`src/pkg/aus_params.svh`:
```
// Constants of the asynchronous serial block: bit timing and register map.
// Assumes it is included by bare name wherever the values are needed.
`ifndef AUS_PARAMS_SVH
`define AUS_PARAMS_SVH

// Sixteen bit-clock ticks per bit; half a bit is eight ticks.
`define AUS_TICK_LAST 4'hF
`define AUS_HALF_LAST 4'h7

// Register port offsets.
`define AUS_REG_STATUS 4'h0
`define AUS_REG_MASK 4'h4

// Status and mask bit positions.
`define AUS_ST_RXAVAIL 0
`define AUS_ST_OVERRUN 1
`define AUS_ST_PARITY 2
`define AUS_ST_FRAMING 3
`define AUS_ST_TXDONE 4
`define AUS_ST_W 5
`define AUS_MASK_RST 5'h00

`endif

```
`src/pkg/aus_pkg.sv`:
```
// Types and shared helpers of the asynchronous serial block.
// Assumes nothing beyond a SystemVerilog compiler.
package aus_pkg;

    typedef enum logic {TX_IDLE, TX_BUSY} aus_tx_state_t;
    typedef enum logic [1:0] {RX_IDLE, RX_VERIFY, RX_SHIFT} aus_rx_state_t;

    // Every asynchronous pin, gathered so one synchroniser serves them all.
    typedef struct packed {
        logic initIn;
        logic txClk;
        logic rxClk;
        logic [7:0] txData;
        logic loadN;
        logic ctrlStb;
        logic parOmit;
        logic parSel;
        logic lenLo;
        logic lenHi;
        logic stopTwo;
        logic rxIn;
        logic clrN;
        logic flagsEnN;
        logic dataEnN;
    } aus_pins_t;

    function automatic logic [3:0] wordBits(input logic [1:0] sel);
        return 4'h5 + {2'h0, sel};
    endfunction

    function automatic logic parityBit(input logic [7:0] d, input logic [3:0] n, input logic even);
        logic [7:0] m;
        m = 8'h00;
        for (int i = 0; i < 8; i++) begin
            if (4'(i) < n) m[i] = d[i];
        end
        return even ? ^m : ~^m;
    endfunction

endpackage

```
`src/pkg/aus_cfg_if.sv`:
```
// Character format shared by the transmitter and the receiver.
// Assumes the top module drives it from its latched control bits.
`timescale 1ns/1ps
interface aus_cfg_if;
    logic [1:0] lenSel;
    logic parityOn;
    logic parityEven;
    logic twoStop;
    modport ctl (output lenSel, parityOn, parityEven, twoStop);
    modport sink (input lenSel, parityOn, parityEven, twoStop);
endinterface

```
`src/core/aus_tx.sv`:
```
// Double-buffered transmitter: holding register plus frame shifter.
// Assumes synchronised strobe levels and one-cycle bit-clock edge pulses.
`timescale 1ns/1ps
`include "aus_params.svh"
module aus_tx (
    // Clock and block init
    input wire logic sys_clk,
    input wire logic init,
    // Bit-clock edges
    input wire logic txFall,
    input wire logic txRise,
    // Holding register load
    input wire logic loadLow,
    input wire logic loadRelease,
    input wire logic [7:0] loadData,
    // Character format
    aus_cfg_if.sink cfg,
    // Line and status
    output logic serialOut,
    output logic charDone,
    output logic holdEmpty
);
    logic [7:0] holdReg;
    logic holdFull;
    logic [11:0] frame;
    logic [11:0] next_frame;
    logic [3:0] tick;
    logic [3:0] bitsLeft;
    logic [3:0] nBits;
    logic endTick;
    logic transfer;
    aus_pkg::aus_tx_state_t state;

    assign nBits = aus_pkg::wordBits(cfg.lenSel);
    // The second stop bit of a five-bit character lasts half a bit.
    assign endTick = state == aus_pkg::TX_BUSY && bitsLeft == 4'h1
        && (tick == `AUS_TICK_LAST || (cfg.twoStop && nBits == 4'h5 && tick == `AUS_HALF_LAST));
    assign transfer = txFall && holdFull && (state == aus_pkg::TX_IDLE || endTick);
    assign serialOut = frame[0];
    assign holdEmpty = !holdFull;

    always_comb begin
        next_frame = 12'hFFF;
        next_frame[0] = 1'b0;
        for (int i = 0; i < 8; i++) begin
            if (4'(i) < nBits) next_frame[i + 1] = holdReg[i];
        end
        if (cfg.parityOn) next_frame[nBits + 4'h1] = aus_pkg::parityBit(holdReg, nBits, cfg.parityEven);
    end

    always_ff @(posedge sys_clk) begin
        if (init) begin
            holdReg <= 8'h00;
            holdFull <= 1'b0;
        end else begin
            if (loadLow) holdReg <= loadData;
            if (transfer) holdFull <= 1'b0;
            if (loadRelease) holdFull <= 1'b1;
        end
    end

    always_ff @(posedge sys_clk) begin
        if (init) begin
            state <= aus_pkg::TX_IDLE;
            frame <= 12'hFFF;
            tick <= 4'h0;
            bitsLeft <= 4'h0;
        end else if (txFall) begin
            if (transfer) begin
                state <= aus_pkg::TX_BUSY;
                frame <= next_frame;
                tick <= 4'h0;
                bitsLeft <= 4'h2 + nBits + {3'h0, cfg.parityOn} + {3'h0, cfg.twoStop};
            end else if (endTick) begin
                state <= aus_pkg::TX_IDLE;
                frame <= 12'hFFF;
            end else if (state == aus_pkg::TX_BUSY) begin
                if (tick == `AUS_TICK_LAST) begin
                    tick <= 4'h0;
                    frame <= {1'b1, frame[11:1]};
                    bitsLeft <= bitsLeft - 4'h1;
                end else begin
                    tick <= tick + 4'h1;
                end
            end
        end
    end

    // In back-to-back sending the done flag lasts only until the next rising bit-clock edge.
    always_ff @(posedge sys_clk) begin
        if (init) begin
            charDone <= 1'b1;
        end else if (txFall && endTick) begin
            charDone <= 1'b1;
        end else if (txFall && transfer) begin
            charDone <= 1'b0;
        end else if (txRise && state == aus_pkg::TX_BUSY) begin
            charDone <= 1'b0;
        end
    end
endmodule

```
`src/core/aus_rx.sv`:
```
// Receiver: start-bit detect and verify, then mid-bit sampling of the frame.
// Assumes a synchronised line level and one-cycle rising bit-clock pulses.
`timescale 1ns/1ps
`include "aus_params.svh"
module aus_rx (
    // Clock and block init
    input wire logic sys_clk,
    input wire logic init,
    // Line
    input wire logic rxRise,
    input wire logic line,
    // Character format
    aus_cfg_if.sink cfg,
    // Completed character
    output logic frameDone,
    output logic [7:0] frameData,
    output logic parityBad,
    output logic framingBad
);
    aus_pkg::aus_rx_state_t state;
    logic [3:0] cnt;
    logic [3:0] bitIdx;
    logic [7:0] shiftData;
    logic parSample;
    logic lastLine;
    logic [3:0] nBits;

    assign nBits = aus_pkg::wordBits(cfg.lenSel);

    always_ff @(posedge sys_clk) begin
        if (init) begin
            lastLine <= 1'b1;
        end else if (rxRise) begin
            lastLine <= line;
        end
    end

    always_ff @(posedge sys_clk) begin
        if (init) begin
            state <= aus_pkg::RX_IDLE;
            cnt <= 4'h0;
            bitIdx <= 4'h0;
            shiftData <= 8'h00;
            parSample <= 1'b0;
            frameDone <= 1'b0;
            frameData <= 8'h00;
            parityBad <= 1'b0;
            framingBad <= 1'b0;
        end else begin
            frameDone <= 1'b0;
            if (rxRise) begin
                case (state)
                    aus_pkg::RX_IDLE: begin
                        if (lastLine && !line) begin
                            state <= aus_pkg::RX_VERIFY;
                            cnt <= 4'h0;
                        end
                    end
                    aus_pkg::RX_VERIFY: begin
                        if (line) begin
                            state <= aus_pkg::RX_IDLE;
                        end else if (cnt == `AUS_HALF_LAST) begin
                            state <= aus_pkg::RX_SHIFT;
                            cnt <= 4'h0;
                            bitIdx <= 4'h0;
                            shiftData <= 8'h00;
                        end else begin
                            cnt <= cnt + 4'h1;
                        end
                    end
                    aus_pkg::RX_SHIFT: begin
                        if (cnt != `AUS_TICK_LAST) begin
                            cnt <= cnt + 4'h1;
                        end else begin
                            cnt <= 4'h0;
                            bitIdx <= bitIdx + 4'h1;
                            if (bitIdx < nBits) begin
                                shiftData[bitIdx[2:0]] <= line;
                            end else if (cfg.parityOn && bitIdx == nBits) begin
                                parSample <= line;
                            end else begin
                                state <= aus_pkg::RX_IDLE;
                                frameDone <= 1'b1;
                                frameData <= shiftData;
                                framingBad <= !line;
                                parityBad <= cfg.parityOn
                                    && parSample != aus_pkg::parityBit(shiftData, nBits, cfg.parityEven);
                            end
                        end
                    end
                    default: state <= aus_pkg::RX_IDLE;
                endcase
            end
        end
    end
endmodule

```
`src/core/aus_uart_top.sv`:
```
// Pin-strapped full-duplex asynchronous serial block with a small interrupt register port.
// Assumes every strapped pin input is asynchronous to sys_clk, the register port is synchronous to it, and bit clocks run well below it.
//
// The implementer's own choices: the address map and the address-and-strobe port.
`timescale 1ns/1ps
`include "aus_params.svh"
// Notes on behaviour
// - The start bit goes out at the first falling transmit bit-clock edge after the load strobe is released, or if busy at the edge ending the last stop bit.
// - From idle the start bit appears within one transmit bit-clock period of the strobe release.
// - A start bit is accepted only after the line stays low for half a bit time.
// - If the line returns high during that half bit, the receiver waits for a fresh falling edge.
// - A start edge is detected within one receive bit-clock period.
// - Flag and data outputs float unless their enables are low.
// - A character arriving while data-available is still set raises overrun, otherwise overrun is cleared.
// - The parity inputs select odd, even or no parity for both directions.
// - The word-length inputs select five to eight data bits.
// - Master init drives the line, done and empty flags high and clears the receive flags.
// - A low clear input clears data-available, the only sign that the character was read.
module aus_uart_top (
    // Clock and reset
    input wire logic sys_clk,
    input wire logic resetn,
    input wire logic master_init,
    // Bit clocks
    input wire logic tx_bit_clock_16x,
    input wire logic rx_bit_clock_16x,
    // Transmit side
    input wire logic [7:0] tx_data,
    input wire logic tx_load_strobe_n,
    output logic tx_serial_out,
    output logic tx_char_done,
    // Character format
    input wire logic ctrl_strobe,
    input wire logic parity_omit,
    input wire logic parity_sense_select,
    input wire logic word_len_sel_lo,
    input wire logic word_len_sel_hi,
    input wire logic stop_bits_two,
    // Receive side
    input wire logic rx_serial_in,
    input wire logic rx_avail_clear_n,
    // Three-state flag outputs
    input wire logic flags_out_enable_n,
    output logic tx_holding_empty,
    output logic rx_char_available,
    output logic rx_overrun_flag,
    output logic rx_parity_err_flag,
    output logic rx_framing_err_flag,
    output logic flagsOeN,
    // Three-state character outputs
    input wire logic rx_char_out_enable_n,
    output logic [7:0] rx_char_data,
    output logic rxCharOeN,
    // Register port and interrupt
    input wire logic [3:0] regAddr,
    input wire logic [7:0] regWdata,
    input wire logic regWr,
    input wire logic regRd,
    output logic [7:0] regRdata,
    output logic irq
);
    aus_pkg::aus_pins_t pinS1;
    aus_pkg::aus_pins_t pinS2;
    logic init;
    logic txClkD;
    logic rxClkD;
    logic loadD;
    logic txFall;
    logic txRise;
    logic rxRise;
    logic [4:0] cfgReg;
    logic txSerial;
    logic txDone;
    logic txDoneD;
    logic txEmpty;
    logic frameDone;
    logic [7:0] frameData;
    logic parityBad;
    logic framingBad;
    logic rxAvail;
    logic rxOverrun;
    logic rxPerr;
    logic rxFerr;
    logic [7:0] rxBuf;
    logic [`AUS_ST_W-1:0] status;
    logic [`AUS_ST_W-1:0] mask;
    logic [`AUS_ST_W-1:0] events;

    aus_cfg_if cfg ();

    // Resetting the synchronisers to all ones keeps the load strobe and clear idle, the line at mark
    // and master init asserted until real pin levels have passed both stages.
    always_ff @(posedge sys_clk) begin
        if (!resetn) begin
            pinS1 <= '1;
            pinS2 <= '1;
        end else begin
            pinS1.initIn <= master_init;
            pinS1.txClk <= tx_bit_clock_16x;
            pinS1.rxClk <= rx_bit_clock_16x;
            pinS1.txData <= tx_data;
            pinS1.loadN <= tx_load_strobe_n;
            pinS1.ctrlStb <= ctrl_strobe;
            pinS1.parOmit <= parity_omit;
            pinS1.parSel <= parity_sense_select;
            pinS1.lenLo <= word_len_sel_lo;
            pinS1.lenHi <= word_len_sel_hi;
            pinS1.stopTwo <= stop_bits_two;
            pinS1.rxIn <= rx_serial_in;
            pinS1.clrN <= rx_avail_clear_n;
            pinS1.flagsEnN <= flags_out_enable_n;
            pinS1.dataEnN <= rx_char_out_enable_n;
            pinS2 <= pinS1;
        end
    end

    assign init = !resetn || pinS2.initIn;

    always_ff @(posedge sys_clk) begin
        if (init) begin
            txClkD <= 1'b1;
            rxClkD <= 1'b1;
            loadD <= 1'b1;
        end else begin
            txClkD <= pinS2.txClk;
            rxClkD <= pinS2.rxClk;
            loadD <= pinS2.loadN;
        end
    end

    assign txFall = txClkD && !pinS2.txClk;
    assign txRise = !txClkD && pinS2.txClk;
    assign rxRise = !rxClkD && pinS2.rxClk;

    // A control strobe tied high simply follows the format pins.
    always_ff @(posedge sys_clk) begin
        if (init) begin
            cfgReg <= 5'h00;
        end else if (pinS2.ctrlStb) begin
            cfgReg <= {pinS2.stopTwo, pinS2.parOmit, pinS2.parSel, pinS2.lenHi, pinS2.lenLo};
        end
    end

    assign cfg.lenSel = cfgReg[1:0];
    assign cfg.parityEven = cfgReg[2];
    assign cfg.parityOn = !cfgReg[3];
    assign cfg.twoStop = cfgReg[4];

    aus_tx u_tx (
        .sys_clk(sys_clk),
        .init(init),
        .txFall(txFall),
        .txRise(txRise),
        .loadLow(!pinS2.loadN),
        .loadRelease(!loadD && pinS2.loadN),
        .loadData(pinS2.txData),
        .cfg(cfg.sink),
        .serialOut(txSerial),
        .charDone(txDone),
        .holdEmpty(txEmpty)
    );

    aus_rx u_rx (
        .sys_clk(sys_clk),
        .init(init),
        .rxRise(rxRise),
        .line(pinS2.rxIn),
        .cfg(cfg.sink),
        .frameDone(frameDone),
        .frameData(frameData),
        .parityBad(parityBad),
        .framingBad(framingBad)
    );

    // Receive buffer; a new character wins over a clear in the same cycle.
    always_ff @(posedge sys_clk) begin
        if (init) begin
            rxAvail <= 1'b0;
            rxOverrun <= 1'b0;
            rxPerr <= 1'b0;
            rxFerr <= 1'b0;
            rxBuf <= 8'h00;
        end else begin
            if (!pinS2.clrN) rxAvail <= 1'b0;
            if (frameDone) begin
                rxAvail <= 1'b1;
                rxOverrun <= rxAvail;
                rxPerr <= parityBad;
                rxFerr <= framingBad;
                rxBuf <= frameData;
            end
        end
    end

    // Output stage; the enables steer the three-state drivers outside.
    always_ff @(posedge sys_clk) begin
        if (init) begin
            tx_serial_out <= 1'b1;
            tx_char_done <= 1'b1;
            tx_holding_empty <= 1'b1;
            rx_char_available <= 1'b0;
            rx_overrun_flag <= 1'b0;
            rx_parity_err_flag <= 1'b0;
            rx_framing_err_flag <= 1'b0;
            rx_char_data <= 8'h00;
            flagsOeN <= 1'b1;
            rxCharOeN <= 1'b1;
        end else begin
            tx_serial_out <= txSerial;
            tx_char_done <= txDone;
            tx_holding_empty <= txEmpty;
            rx_char_available <= rxAvail;
            rx_overrun_flag <= rxOverrun;
            rx_parity_err_flag <= rxPerr;
            rx_framing_err_flag <= rxFerr;
            rx_char_data <= rxBuf;
            flagsOeN <= pinS2.flagsEnN;
            rxCharOeN <= pinS2.dataEnN;
        end
    end

    always_ff @(posedge sys_clk) begin
        if (init) begin
            txDoneD <= 1'b1;
        end else begin
            txDoneD <= txDone;
        end
    end

    always_comb begin
        events = '0;
        events[`AUS_ST_RXAVAIL] = frameDone;
        events[`AUS_ST_OVERRUN] = frameDone && rxAvail;
        events[`AUS_ST_PARITY] = frameDone && parityBad;
        events[`AUS_ST_FRAMING] = frameDone && framingBad;
        events[`AUS_ST_TXDONE] = txDone && !txDoneD;
    end

    // Reading status clears it, but an event in that same cycle stays set.
    always_ff @(posedge sys_clk) begin
        if (init) begin
            status <= '0;
        end else if (regRd && regAddr == `AUS_REG_STATUS) begin
            status <= events;
        end else begin
            status <= status | events;
        end
    end

    always_ff @(posedge sys_clk) begin
        if (init) begin
            mask <= `AUS_MASK_RST;
        end else if (regWr && regAddr == `AUS_REG_MASK) begin
            mask <= regWdata[`AUS_ST_W-1:0];
        end
    end

    always_ff @(posedge sys_clk) begin
        if (init) begin
            regRdata <= 8'h00;
        end else if (regRd && regAddr == `AUS_REG_STATUS) begin
            regRdata <= {3'h0, status};
        end else if (regRd && regAddr == `AUS_REG_MASK) begin
            regRdata <= {3'h0, mask};
        end else begin
            regRdata <= 8'h00;
        end
    end

    always_ff @(posedge sys_clk) begin
        if (init) begin
            irq <= 1'b0;
        end else begin
            irq <= |(status & mask);
        end
    end
endmodule

```
`config.mk`:
```
export PLATFORM = sky130hd
export DESIGN_NAME = aus_uart_top
export DESIGN_NICKNAME = d
export VERILOG_FILES = /design/src/pkg/aus_pkg.sv /design/src/pkg/aus_cfg_if.sv /design/src/core/aus_tx.sv /design/src/core/aus_rx.sv /design/src/core/aus_uart_top.sv
export VERILOG_INCLUDE_DIRS = /design/src /design/src/pkg
export SDC_FILE = /design/constraint.sdc
export NUM_CORES = 1
export LEC_CHECK = 0
export ABC_CLOCK_PERIOD_IN_PS = 2600
export BUFFER_PORTS_ARGS = -buffer_cell sky130_fd_sc_hd__buf_4
export CAP_MARGIN = 20
export CORE_MARGIN = 1.5
export CORE_UTILIZATION = 40
export CTS_CLUSTER_SIZE = 30
export DETAILED_ROUTE_END_ITERATION = 8
export PLACE_DENSITY = 0.62
export SYNTH_ARGS = -nofsm -noshare
export SYNTH_HDL_FRONTEND = slang
export SYNTH_SLANG_ARGS = --single-unit
```
`constraint.sdc`:
```
create_clock -name sys_clk -period 2.6 [get_ports sys_clk]
set_input_delay 0.39 -clock sys_clk [delete_from_list [all_inputs] [get_ports sys_clk]]
set_output_delay 0.39 -clock sys_clk [all_outputs]
set_load 0.01 [all_outputs]
```
==> results of run 1 <==
==> sequential cells by signal, indices dropped and copies added (netlist names), 2 cells and up <==
name,cells
u_tx.frame,12
u_rx.bitIdx,4
mask,5
u_tx.tick,4
pinS1,22
u_rx.shiftData,8
u_tx.bitsLeft,4
status,5
u_tx.holdReg,8
rxBuf,8
pinS2,22
cfgReg,5
regRdata,5
u_rx.frameData,8
rx_char_data,8
u_rx.cnt,4
u_rx.state,2
==> power by group <==
part | total [W] | internal (W) | switching (W)
logic | 0.000148 | 0.0000788 | 0.0000687
clock network | 0.00251 | 0.00154 | 0.000976
registers | 0.00249 | 0.00247 | 0.0000174
total | 0.00515 | 0.00409 | 0.00106
==> logic make-up after synthesis <==
family          count (synthesis)  synth area share, %
flops                         159                 49.1
simple gates                  256                 20.3
other cells                     1               0.0578
compound gates                121                 11.8
mux                            47                 7.29
fa+ha+maj                      23                 4.55
xor+xnor                       20                 2.70
buf+inv                        63                 4.25
==> cell type report <==
type,instances,area share [%]
clock buffers,19,5.67
inverters,26,1.25
well taps,216,3.46
repair buffers,80,7.70
flip-flops and latches,159,40.8
multi-input cells,470,39.1
clock inverters,12,2.03
==> stage by stage <==
step,hold WS [ns],total power [W]
after detailed placement,0.392,0.00269
after CTS,0.134,0.00520
after global routing,0.133,0.00534
after global placement,0.390,0.00269
after floorplan,0.386,0.00262
final,0.147,0.00515
==> repair_timing <==
action                     in CTS  in global routing
setup buffers                   0                  0
resized for setup               0                  6
hold buffers                    0                  0
setup endpoints to repair       0                  9
==> routing by layer <==
metal / vias up / wire length (um) / track usage, %
li1: 2492 / - / -
met3: 12 / 643 / 4.10
met1: 2301 / 6190 / 20.7
met4: 0 / 159 / 5.49
met5: - / 0 / 0
met2: 123 / 6200 / 26.7
==> final timing paths <==
check,cells after the start,startpoint,slack [ns],end
max reg2reg,10,cfgReg[0],0.09,u_rx.parityBad
min,2,tx_data[2],0.15,pinS1[13]
min reg2reg,1,pinS1[21],0.40,pinS2[21]
max,10,cfgReg[0],0.09,u_rx.parityBad
==> layout by cell type, fill, tap and decap left out, types with 5 or more instances in the layout <==
cell type	n
dfxtp_1	158
inv_1	25
and2_1	13
o21ai_0	34
nor3_1	7
o211ai_1	6
nand2b_1	61
nor2_1	77
clkbuf_16	17
xnor2_1	16
a21oi_1	33
nand2_1	38
nor2b_1	11
nand3_1	13
ha_1	22
mux2i_1	44
a31oi_1	5
buf_4	78
nand4_1	8
==> flow_summary.toml, run 1 <==
[yosys]
synth_top_flop_cell = "dfxtp_1"
yosys_warnings = 0
yosysSeqAreaShare_pct = 49.1
synthTopCellsByCount = "dfxtp_1, nor2_1, nand2b_1, mux2i_1, nand2_1"
ys_top_cells_by_area = "dfxtp_1, mux2i_1, nand2b_1, nor2_1, ha_1"
yosys.area.top_type = "dfxtp_1"
synth_edf_count = 0
async_reset_ff_share_pct = 0
yosys.area.top_type_share_pct = 49.1
synthesis.area_mm2 = 0.00648
ys_types = 62
syn-mean-instance-area_um2 = 9.40
ys_ff_latch = 159
synthCells = 690
synth_most_common_cell = "dfxtp_1"

[cts]
cts-root-buf = "clkbuf_16"
cts_tree = "done"
htree_levels = 4
clock-sinks = 159
clkTransAtPathRegs_ns = 0.06
clockBufferDepth = 2
cts_buffers = 17
clk_latency_ns = 0.42

[sta]
tightest_slew_ns = 0.697
skew_ns = 0.00580
slew_violations = 0
period_needed_ns = 2.51
setup_violations = 0
setup_ws_ns = 0.0901
max_clock_freq_ghz = 0.398
hold_viol_final = 0
relSlewSlack_pct = 53.5
post-route-period-util_pct = 96.5
rsz0062_at_grt = "true"
setup_tns_ns = 0

[drt]
dr_total_vias = 4928
drcViolationCount = 0
first_iter_violations = 346
vias_per_cell = 5.02
ant_nets = 0
detail_route.wl_per_cell_um = 13.4
dr.pass1.iters = 5
wirelength_um = 13200

[place]
place.gp.congestion = 0.842
port_buffers = 57
placed_cell_area_mm2 = 0.00718
place_inst = 950
dp_hpwl_um = 9450
post-place-ws_ns = 0.0992

[global_routing]
grt_use_total_pct = 16.2
antenna_found_initial = 0
grt_pass1_vias = 4586
grt_max_degree = 44
grt_pass1_wl_um = 21700
grt_remaining_overflow = 0

[floorplanning]
rows = 46
initial_core_util_pct = 40.8
core_mm2 = 0.0159
io_pins = 64
dieArea_mm2 = 0.0170
die_w_um = 130
die_y_um = 130

[power_and_ir_drop]
vdd_drop_max_mv = 0.480
p_leak_nw = 3.04
power_density_mw_per_mm2 = 659

[outcome]
status = "finished clean"

[critical_path]
required_ns = 2.92
crit_path_cell_trace = "inv_2, ha_1, inv_1, ha_1, nand2b_1, a221o_1, a21o_1, or3_4, buf_6, o41ai_2"
crit_buf_inv = 3
cp_max_fo = 6
critPathLaunchType = "register"
cp.arrival_ns = 2.83
end_kind = "register"
max_stage_delay_ns = 0.38
crit_type = "register to register"
cp_slowest_cell = "or3_4"
path_common_cell = "ha_1"
critPathTopFamily = "compound AO/OA/AOI/OAI gates"

[finish]
fill_cells = 1507
antenna-diode-count = 0
finalInstanceArea_mm2 = 0.00781
register_area_mm2 = 0.00318
final_cells = 982
nNetsFinal = 815
syn_to_final_growth_pct = 20.5
multiInputGateArea_mm2 = 0.00306
utilization_pct = 49.2
drive_gt1_share_pct = 15.9

[worst_hold_path]
hold_path.class = "input pin to register"

[job]
max_cap_viol_count = 0
No activity file was read; power rests on OpenSTA's default activity.
==> run 2: changes to the inputs <==
Settings changed: ABC_CLOCK_PERIOD_IN_PS 2600 to unset, CORE_MARGIN 1.5 to 4.
==> run 2 against run 1 <==
  * Critical path depth shrank 4
  * Cell area grew 0.56%
  * Cell count grew 0.41%
  * Flip-flop and latch count is the same
  * Clock skew grew 0.0021 ns
  * Maximum frequency grew 0.92%
  * Sequential power is essentially flat
  * Combinational power is essentially flat
  * Wire length shrank 2.2%
  * Core utilization grew 0.28 points
  * Clock power is essentially flat
  * First-iteration DRC count shrank 28%
==> flow_summary.toml, run 2 (synthesis gave the netlist of run 1 again) <==
[outcome]
status = "finished clean"

[sta]
tightest_slew_ns = 0.733
slew_violations = 0
post-route-period-util_pct = 95.7
setup_violations = 0
skew_ns = 0.00790
setup_ws_ns = 0.113
period_needed_ns = 2.49
whs_ns = 0.148
relSlewSlack_pct = 51.1
hold_viol_final = 0
max_clock_freq_ghz = 0.402

[cts]
cts_tree = "done"
clock-sinks = 159
clk_latency_ns = 0.42
cts_buffers = 17
clockBufferDepth = 2
htree_levels = 4
cts-root-buf = "clkbuf_16"
clkTransAtPathRegs_ns = 0.06

[critical_path]
max_stage_delay_ns = 0.45
end_kind = "register"
cp.arrival_ns = 2.78
cp_max_fo = 15
critPathLaunchType = "register"
required_ns = 2.89
cp_slowest_cell = "dfxtp_1"
ff2ff_path_depth = 6
crit_path_cell_trace = "ha_1, or3b_1, o31a_1, or2_2, o41ai_1, o21ai_0"
crit_type = "register to register"

[worst_hold_path]
hold_depth = 2
hold_path.class = "input pin to register"

[place]
place.gp.congestion = 0.855
dp_hpwl_um = 9310
post-place-ws_ns = 0.113
port_buffers = 57

[floorplanning]
initial_core_util_pct = 40.8
io_pins = 64
die_w_um = 135
core_mm2 = 0.0159
rows = 46
die_y_um = 135
dieArea_mm2 = 0.0183

[finish]
antenna-diode-count = 0
final_common_cell = "dfxtp_1"
nNetsFinal = 818
reg.largest.list = "pinS1: 22 flops, pinS2: 22 flops, u_tx.frame: 12 flops"
layout_common_cells = "dfxtp_1, buf_4, nor2_1"
syn_to_final_growth_pct = 21.2
drive_gt1_share_pct = 16.5

[drt]
first_iter_violations = 249
vias_per_cell = 4.99
ant_nets = 0
dr_total_vias = 4924
detail_route.wl_per_cell_um = 13.1
drcViolationCount = 0
wirelength_um = 12900
dr.pass1.iters = 5

[job]
max_cap_viol_count = 0

[power_and_ir_drop]
power_density_mw_per_mm2 = 659
vdd_drop_max_mv = 0.474
p_leak_nw = 3.07

[global_routing]
antenna_found_initial = 0
grt_pass1_vias = 4788
grt_use_total_pct = 14.8
grt_pass1_wl_um = 22200
grt_remaining_overflow = 0
grt_max_degree = 45
-- run 2: repair_timing --
| action | CTS | global route |
|---|---|---|
| gates resized for setup | 0 | 7 |
| endpoints found under the setup margin | 0 | 13 |
| hold buffers | 0 | 0 |
| buffers inserted | 0 | 1 |
-- run 2: area by class of cell --
type	count	area (um^2)
sequential	159	3190
clock buffer	20	457
tap	216	270
multi-input combinational	470	3060
fill	1509	8030
timing repair buffer	83	627
inverter	26	97.6
clock inverter	12	155
-- run 2: layer usage --
layer / routed length (um) / GRT usage [%] / vias to the layer above
met1: 6080 / 19.0 / 2280
li1: - / - / 2497
met5: 0 / 0 / -
met2: 5950 / 23.0 / 129
met3: 636 / 4.23 / 18
met4: 226 / 6.77 / 0
-- run 2: worst max-delay path, delay by kind of cell (launching register included) --
family / cells / cell delay [ns]
simple gates: 2 / 0.84
flops: 1 / 0.45
fa+ha+maj: 1 / 0.19
compound gates: 3 / 0.89
-- run 2: metrics by stage --
step	utilization (%)	TNS, ns	std cells	power (W)	cell area [um^2]
floorplan	-	0	692	0.00262	6490
global placement	45.3	0	952	0.00269	7200
detailed placement	45.3	0	952	0.00269	7200
CTS	49.2	0	984	0.00524	7810
global route	49.4	-0.0612	986	0.00537	7860
finish	49.4	0	986	0.00518	7860
-- run 2: where the power goes --
part	switching, W	internal, W
sequential	0.0000170	0.00247
combinational	0.0000684	0.0000797
clock	0.000975	0.00157
total	0.00106	0.00412
-- run 2: final timing paths --
| kind | start | end | slack, ns |
|---|---|---|---|
| min | tx_load_strobe_n | pinS1[10] | 0.15 |
| max reg2reg | u_tx.bitsLeft[0] | u_tx.frame[5] | 0.11 |
| max | u_tx.bitsLeft[0] | u_tx.frame[5] | 0.11 |
| min reg2reg | pinS1[6] | pinS2[6] | 0.41 |
==> run 3: changes to the inputs <==
Settings changed: SYNTH_HIERARCHICAL set to 1.
==> run 3 against run 2 <==
  * Setup slack improved by 0.10 ns
  * Clock-buffer cell count fell by 3
  * Register-to-register slack improved by 0.10 ns
  * Maximum frequency rose by 4.2%
  * Non-clock buffer count fell by 12
  * Global-route usage barely moved
  * Largest power group unchanged
==> flow_summary.toml, run 3 <==
[yosys]
yosys.area.top_type = "dfxtp_1"
ys_ff_latch = 159
synth_top_flop_cell = "dfxtp_1"
synth_most_common_cell = "dfxtp_1"
synthTopCellsByCount = "dfxtp_1, nand2b_1, a21oi_1, nand2_1, nor2_1"
yosysSeqAreaShare_pct = 45.0
ys_types = 83
ys_top_cells_by_area = "dfxtp_1, nand2b_1, mux2i_1, ha_1, a21oi_1"
yosys.area.top_type_share_pct = 45.0
synthesis.area_mm2 = 0.00707
synth_edf_count = 0
yosys_warnings = 6
syn-mean-instance-area_um2 = 9.75
synthCells = 725
async_reset_ff_share_pct = 0

[sta]
rsz0062_at_grt = "false"
relSlewSlack_pct = 56.7
post-route-period-util_pct = 91.8
setup_violations = 0
max_clock_freq_ghz = 0.419
setup_tns_ns = 0
slew_violations = 0
period_needed_ns = 2.39
skew_ns = 0.00818
whs_ns = 0.151
tightest_slew_ns = 0.650
hold_viol_final = 0

[cts]
clk_latency_ns = 0.42
hold_buffers = 0
postCtsSetupBuffers = 0
ctsResizeCount = 0
cts_tree = "done"
clockBufferDepth = 2
cts_buffers = 17
htree_levels = 4
clkTransAtPathRegs_ns = 0.06
clock-sinks = 159
cts-root-buf = "clkbuf_16"

[floorplanning]
die_y_um = 141
dieArea_mm2 = 0.0199
die_w_um = 141
core_mm2 = 0.0173
io_pins = 64
rows = 48
initial_core_util_pct = 40.9

[job]
max_cap_viol_count = 0

[place]
placed_cell_area_mm2 = 0.00767
port_buffers = 57
place.gp.congestion = 0.880
dp_hpwl_um = 10100

[critical_path]
required_ns = 2.96
cp.arrival_ns = 2.75
crit_path_cell_trace = "buf_4, ha_1, buf_4, nand2_1, xnor2_1, xor3_2, o21ai_0, a31o_2"
critPathTopFamily = "XOR/XNOR gates"
crit_type = "register to register"
critPathLaunchType = "register"
crit_buf_inv = 2
cp_max_fo = 8
end_kind = "register"
path_common_cell = "buf_4"
cp_slowest_cell = "xor3_2"
max_stage_delay_ns = 0.56

[power_and_ir_drop]
power_density_mw_per_mm2 = 652
p_comb_share_pct = 3.2
p_switching_w = 0.00115
clkPwrFrac_pct = 51.3
power.internal_w = 0.00430
power_frac_seq_pct = 45.5
vdd_drop_max_mv = 0.519
p_leak_nw = 3.01
switching_share_pct = 21.1

[finish]
multiInputGateArea_mm2 = 0.00359
final_common_cell = "dfxtp_1"
finalInstanceArea_mm2 = 0.00836
fill_cells = 1637
antenna-diode-count = 0
drive_gt1_share_pct = 20.2
register_area_mm2 = 0.00318
layout_common_cells = "dfxtp_1, buf_4, nand2b_1"
syn_to_final_growth_pct = 18.3
utilization_pct = 48.4
nNetsFinal = 845
reg.largest.list = "pinS1: 22 flops, pinS2: 22 flops, u_tx/frame: 12 flops"

[drt]
wirelength_um = 14100
vias_per_cell = 5.14
dr_total_vias = 5230
first_iter_violations = 372
dr.pass1.iters = 6
drcViolationCount = 0
ant_nets = 0
detail_route.wl_per_cell_um = 13.8

[global_routing]
grt_max_degree = 45
grt_pass1_wl_um = 24100
antenna_found_initial = 0
grt_remaining_overflow = 0
grt_use_total_pct = 14.8
grt_pass1_vias = 5036

[outcome]
status = "finished clean"

[worst_hold_path]
hold_path.class = "input pin to register"
## run 3: changes by cell type after synthesis, sizes merged, moves of 5 or more
cell,change
nand2,+11
nor2,-29
mux2i,-11
buf,+11
nand3,+13
nor4,+5
nand2b,-5
o21ai,+10
a21oi,+24
o211ai,-5
clkbuf,-11
## run 3: worst paths after layout
check / startpoint / to / slack, ns / cells past startpoint
hold reg to reg: pinS1[10] / pinS2[10] / 0.40 / 1
hold / removal: tx_bit_clock_16x / pinS1[20] / 0.15 / 2
setup reg to reg: cfgReg[1] / u_tx/frame[5] / 0.21 / 8
setup / recovery: cfgReg[1] / u_tx/frame[5] / 0.21 / 8
## run 3: cell families (layout without fill, tap and decap cells)
| group | Yosys count | after routing | share of synthesized area (%) |
|---|---|---|---|
| multiplexers | 35 | 35 | 4.97 |
| AND/OR/NAND/NOR | 264 | 264 | 21.7 |
| XOR/XNOR | 22 | 22 | 3.42 |
| AO/OA/AOI/OAI | 152 | 152 | 15.2 |
| adder cells (fa/ha/maj) | 27 | 27 | 4.88 |
| buffers and inverters | 65 | 131 | 4.67 |
| other | 1 | 3 | 0.0530 |
| flip-flops | 159 | 159 | 45.0 |
## run 3: power groups by stage
stage,Sequential [W],Clock [W],Combinational (W)
CTS,0.00248,0.00287,0.000175
global placement,0.00254,0,0.000169
finish,0.00248,0.00280,0.000173
detailed placement,0.00254,0,0.000174
floorplan,0.00253,0,0.000115
global route,0.00249,0.00298,0.000192
## run 3: layout make-up
class	instances	area share [%]
Multi-Input combinational cell	503	42.9
Sequential cell	159	38.1
Timing Repair Buffer	71	6.37
Clock buffer	17	5.09
Tap cell	225	3.37
Clock inverter	15	2.95
Inverter	28	1.26
## run 3: per-stage QoR
step | total power, W | setup WS (ns) | cells
floorplan | 0.00265 | 0.326 | 727
global placement | 0.00271 | 0.160 | 986
detailed placement | 0.00271 | 0.0689 | 986
CTS | 0.00553 | 0.0501 | 1018
global route | 0.00566 | 0.0658 | 1018
finish | 0.00545 | 0.214 | 1018
## run 3: worst reg2reg max path, cell delays in order (launching register included)
cell	delay, ns
dfxtp_1	0.45
buf_4	0.18
ha_1	0.16
buf_4	0.17
nand2_1	0.08
xnor2_1	0.21
xor3_2	0.56
o21ai_0	0.33
a31o_2	0.20
## run 3: routing by layer
layer | global-route usage [%] | share of wire (%)
met1 | 19.7 | 46
met2 | 22.9 | 46
met3 | 4.44 | 6.8
met4 | 4.90 | 1.2
met5 | 0 | 0
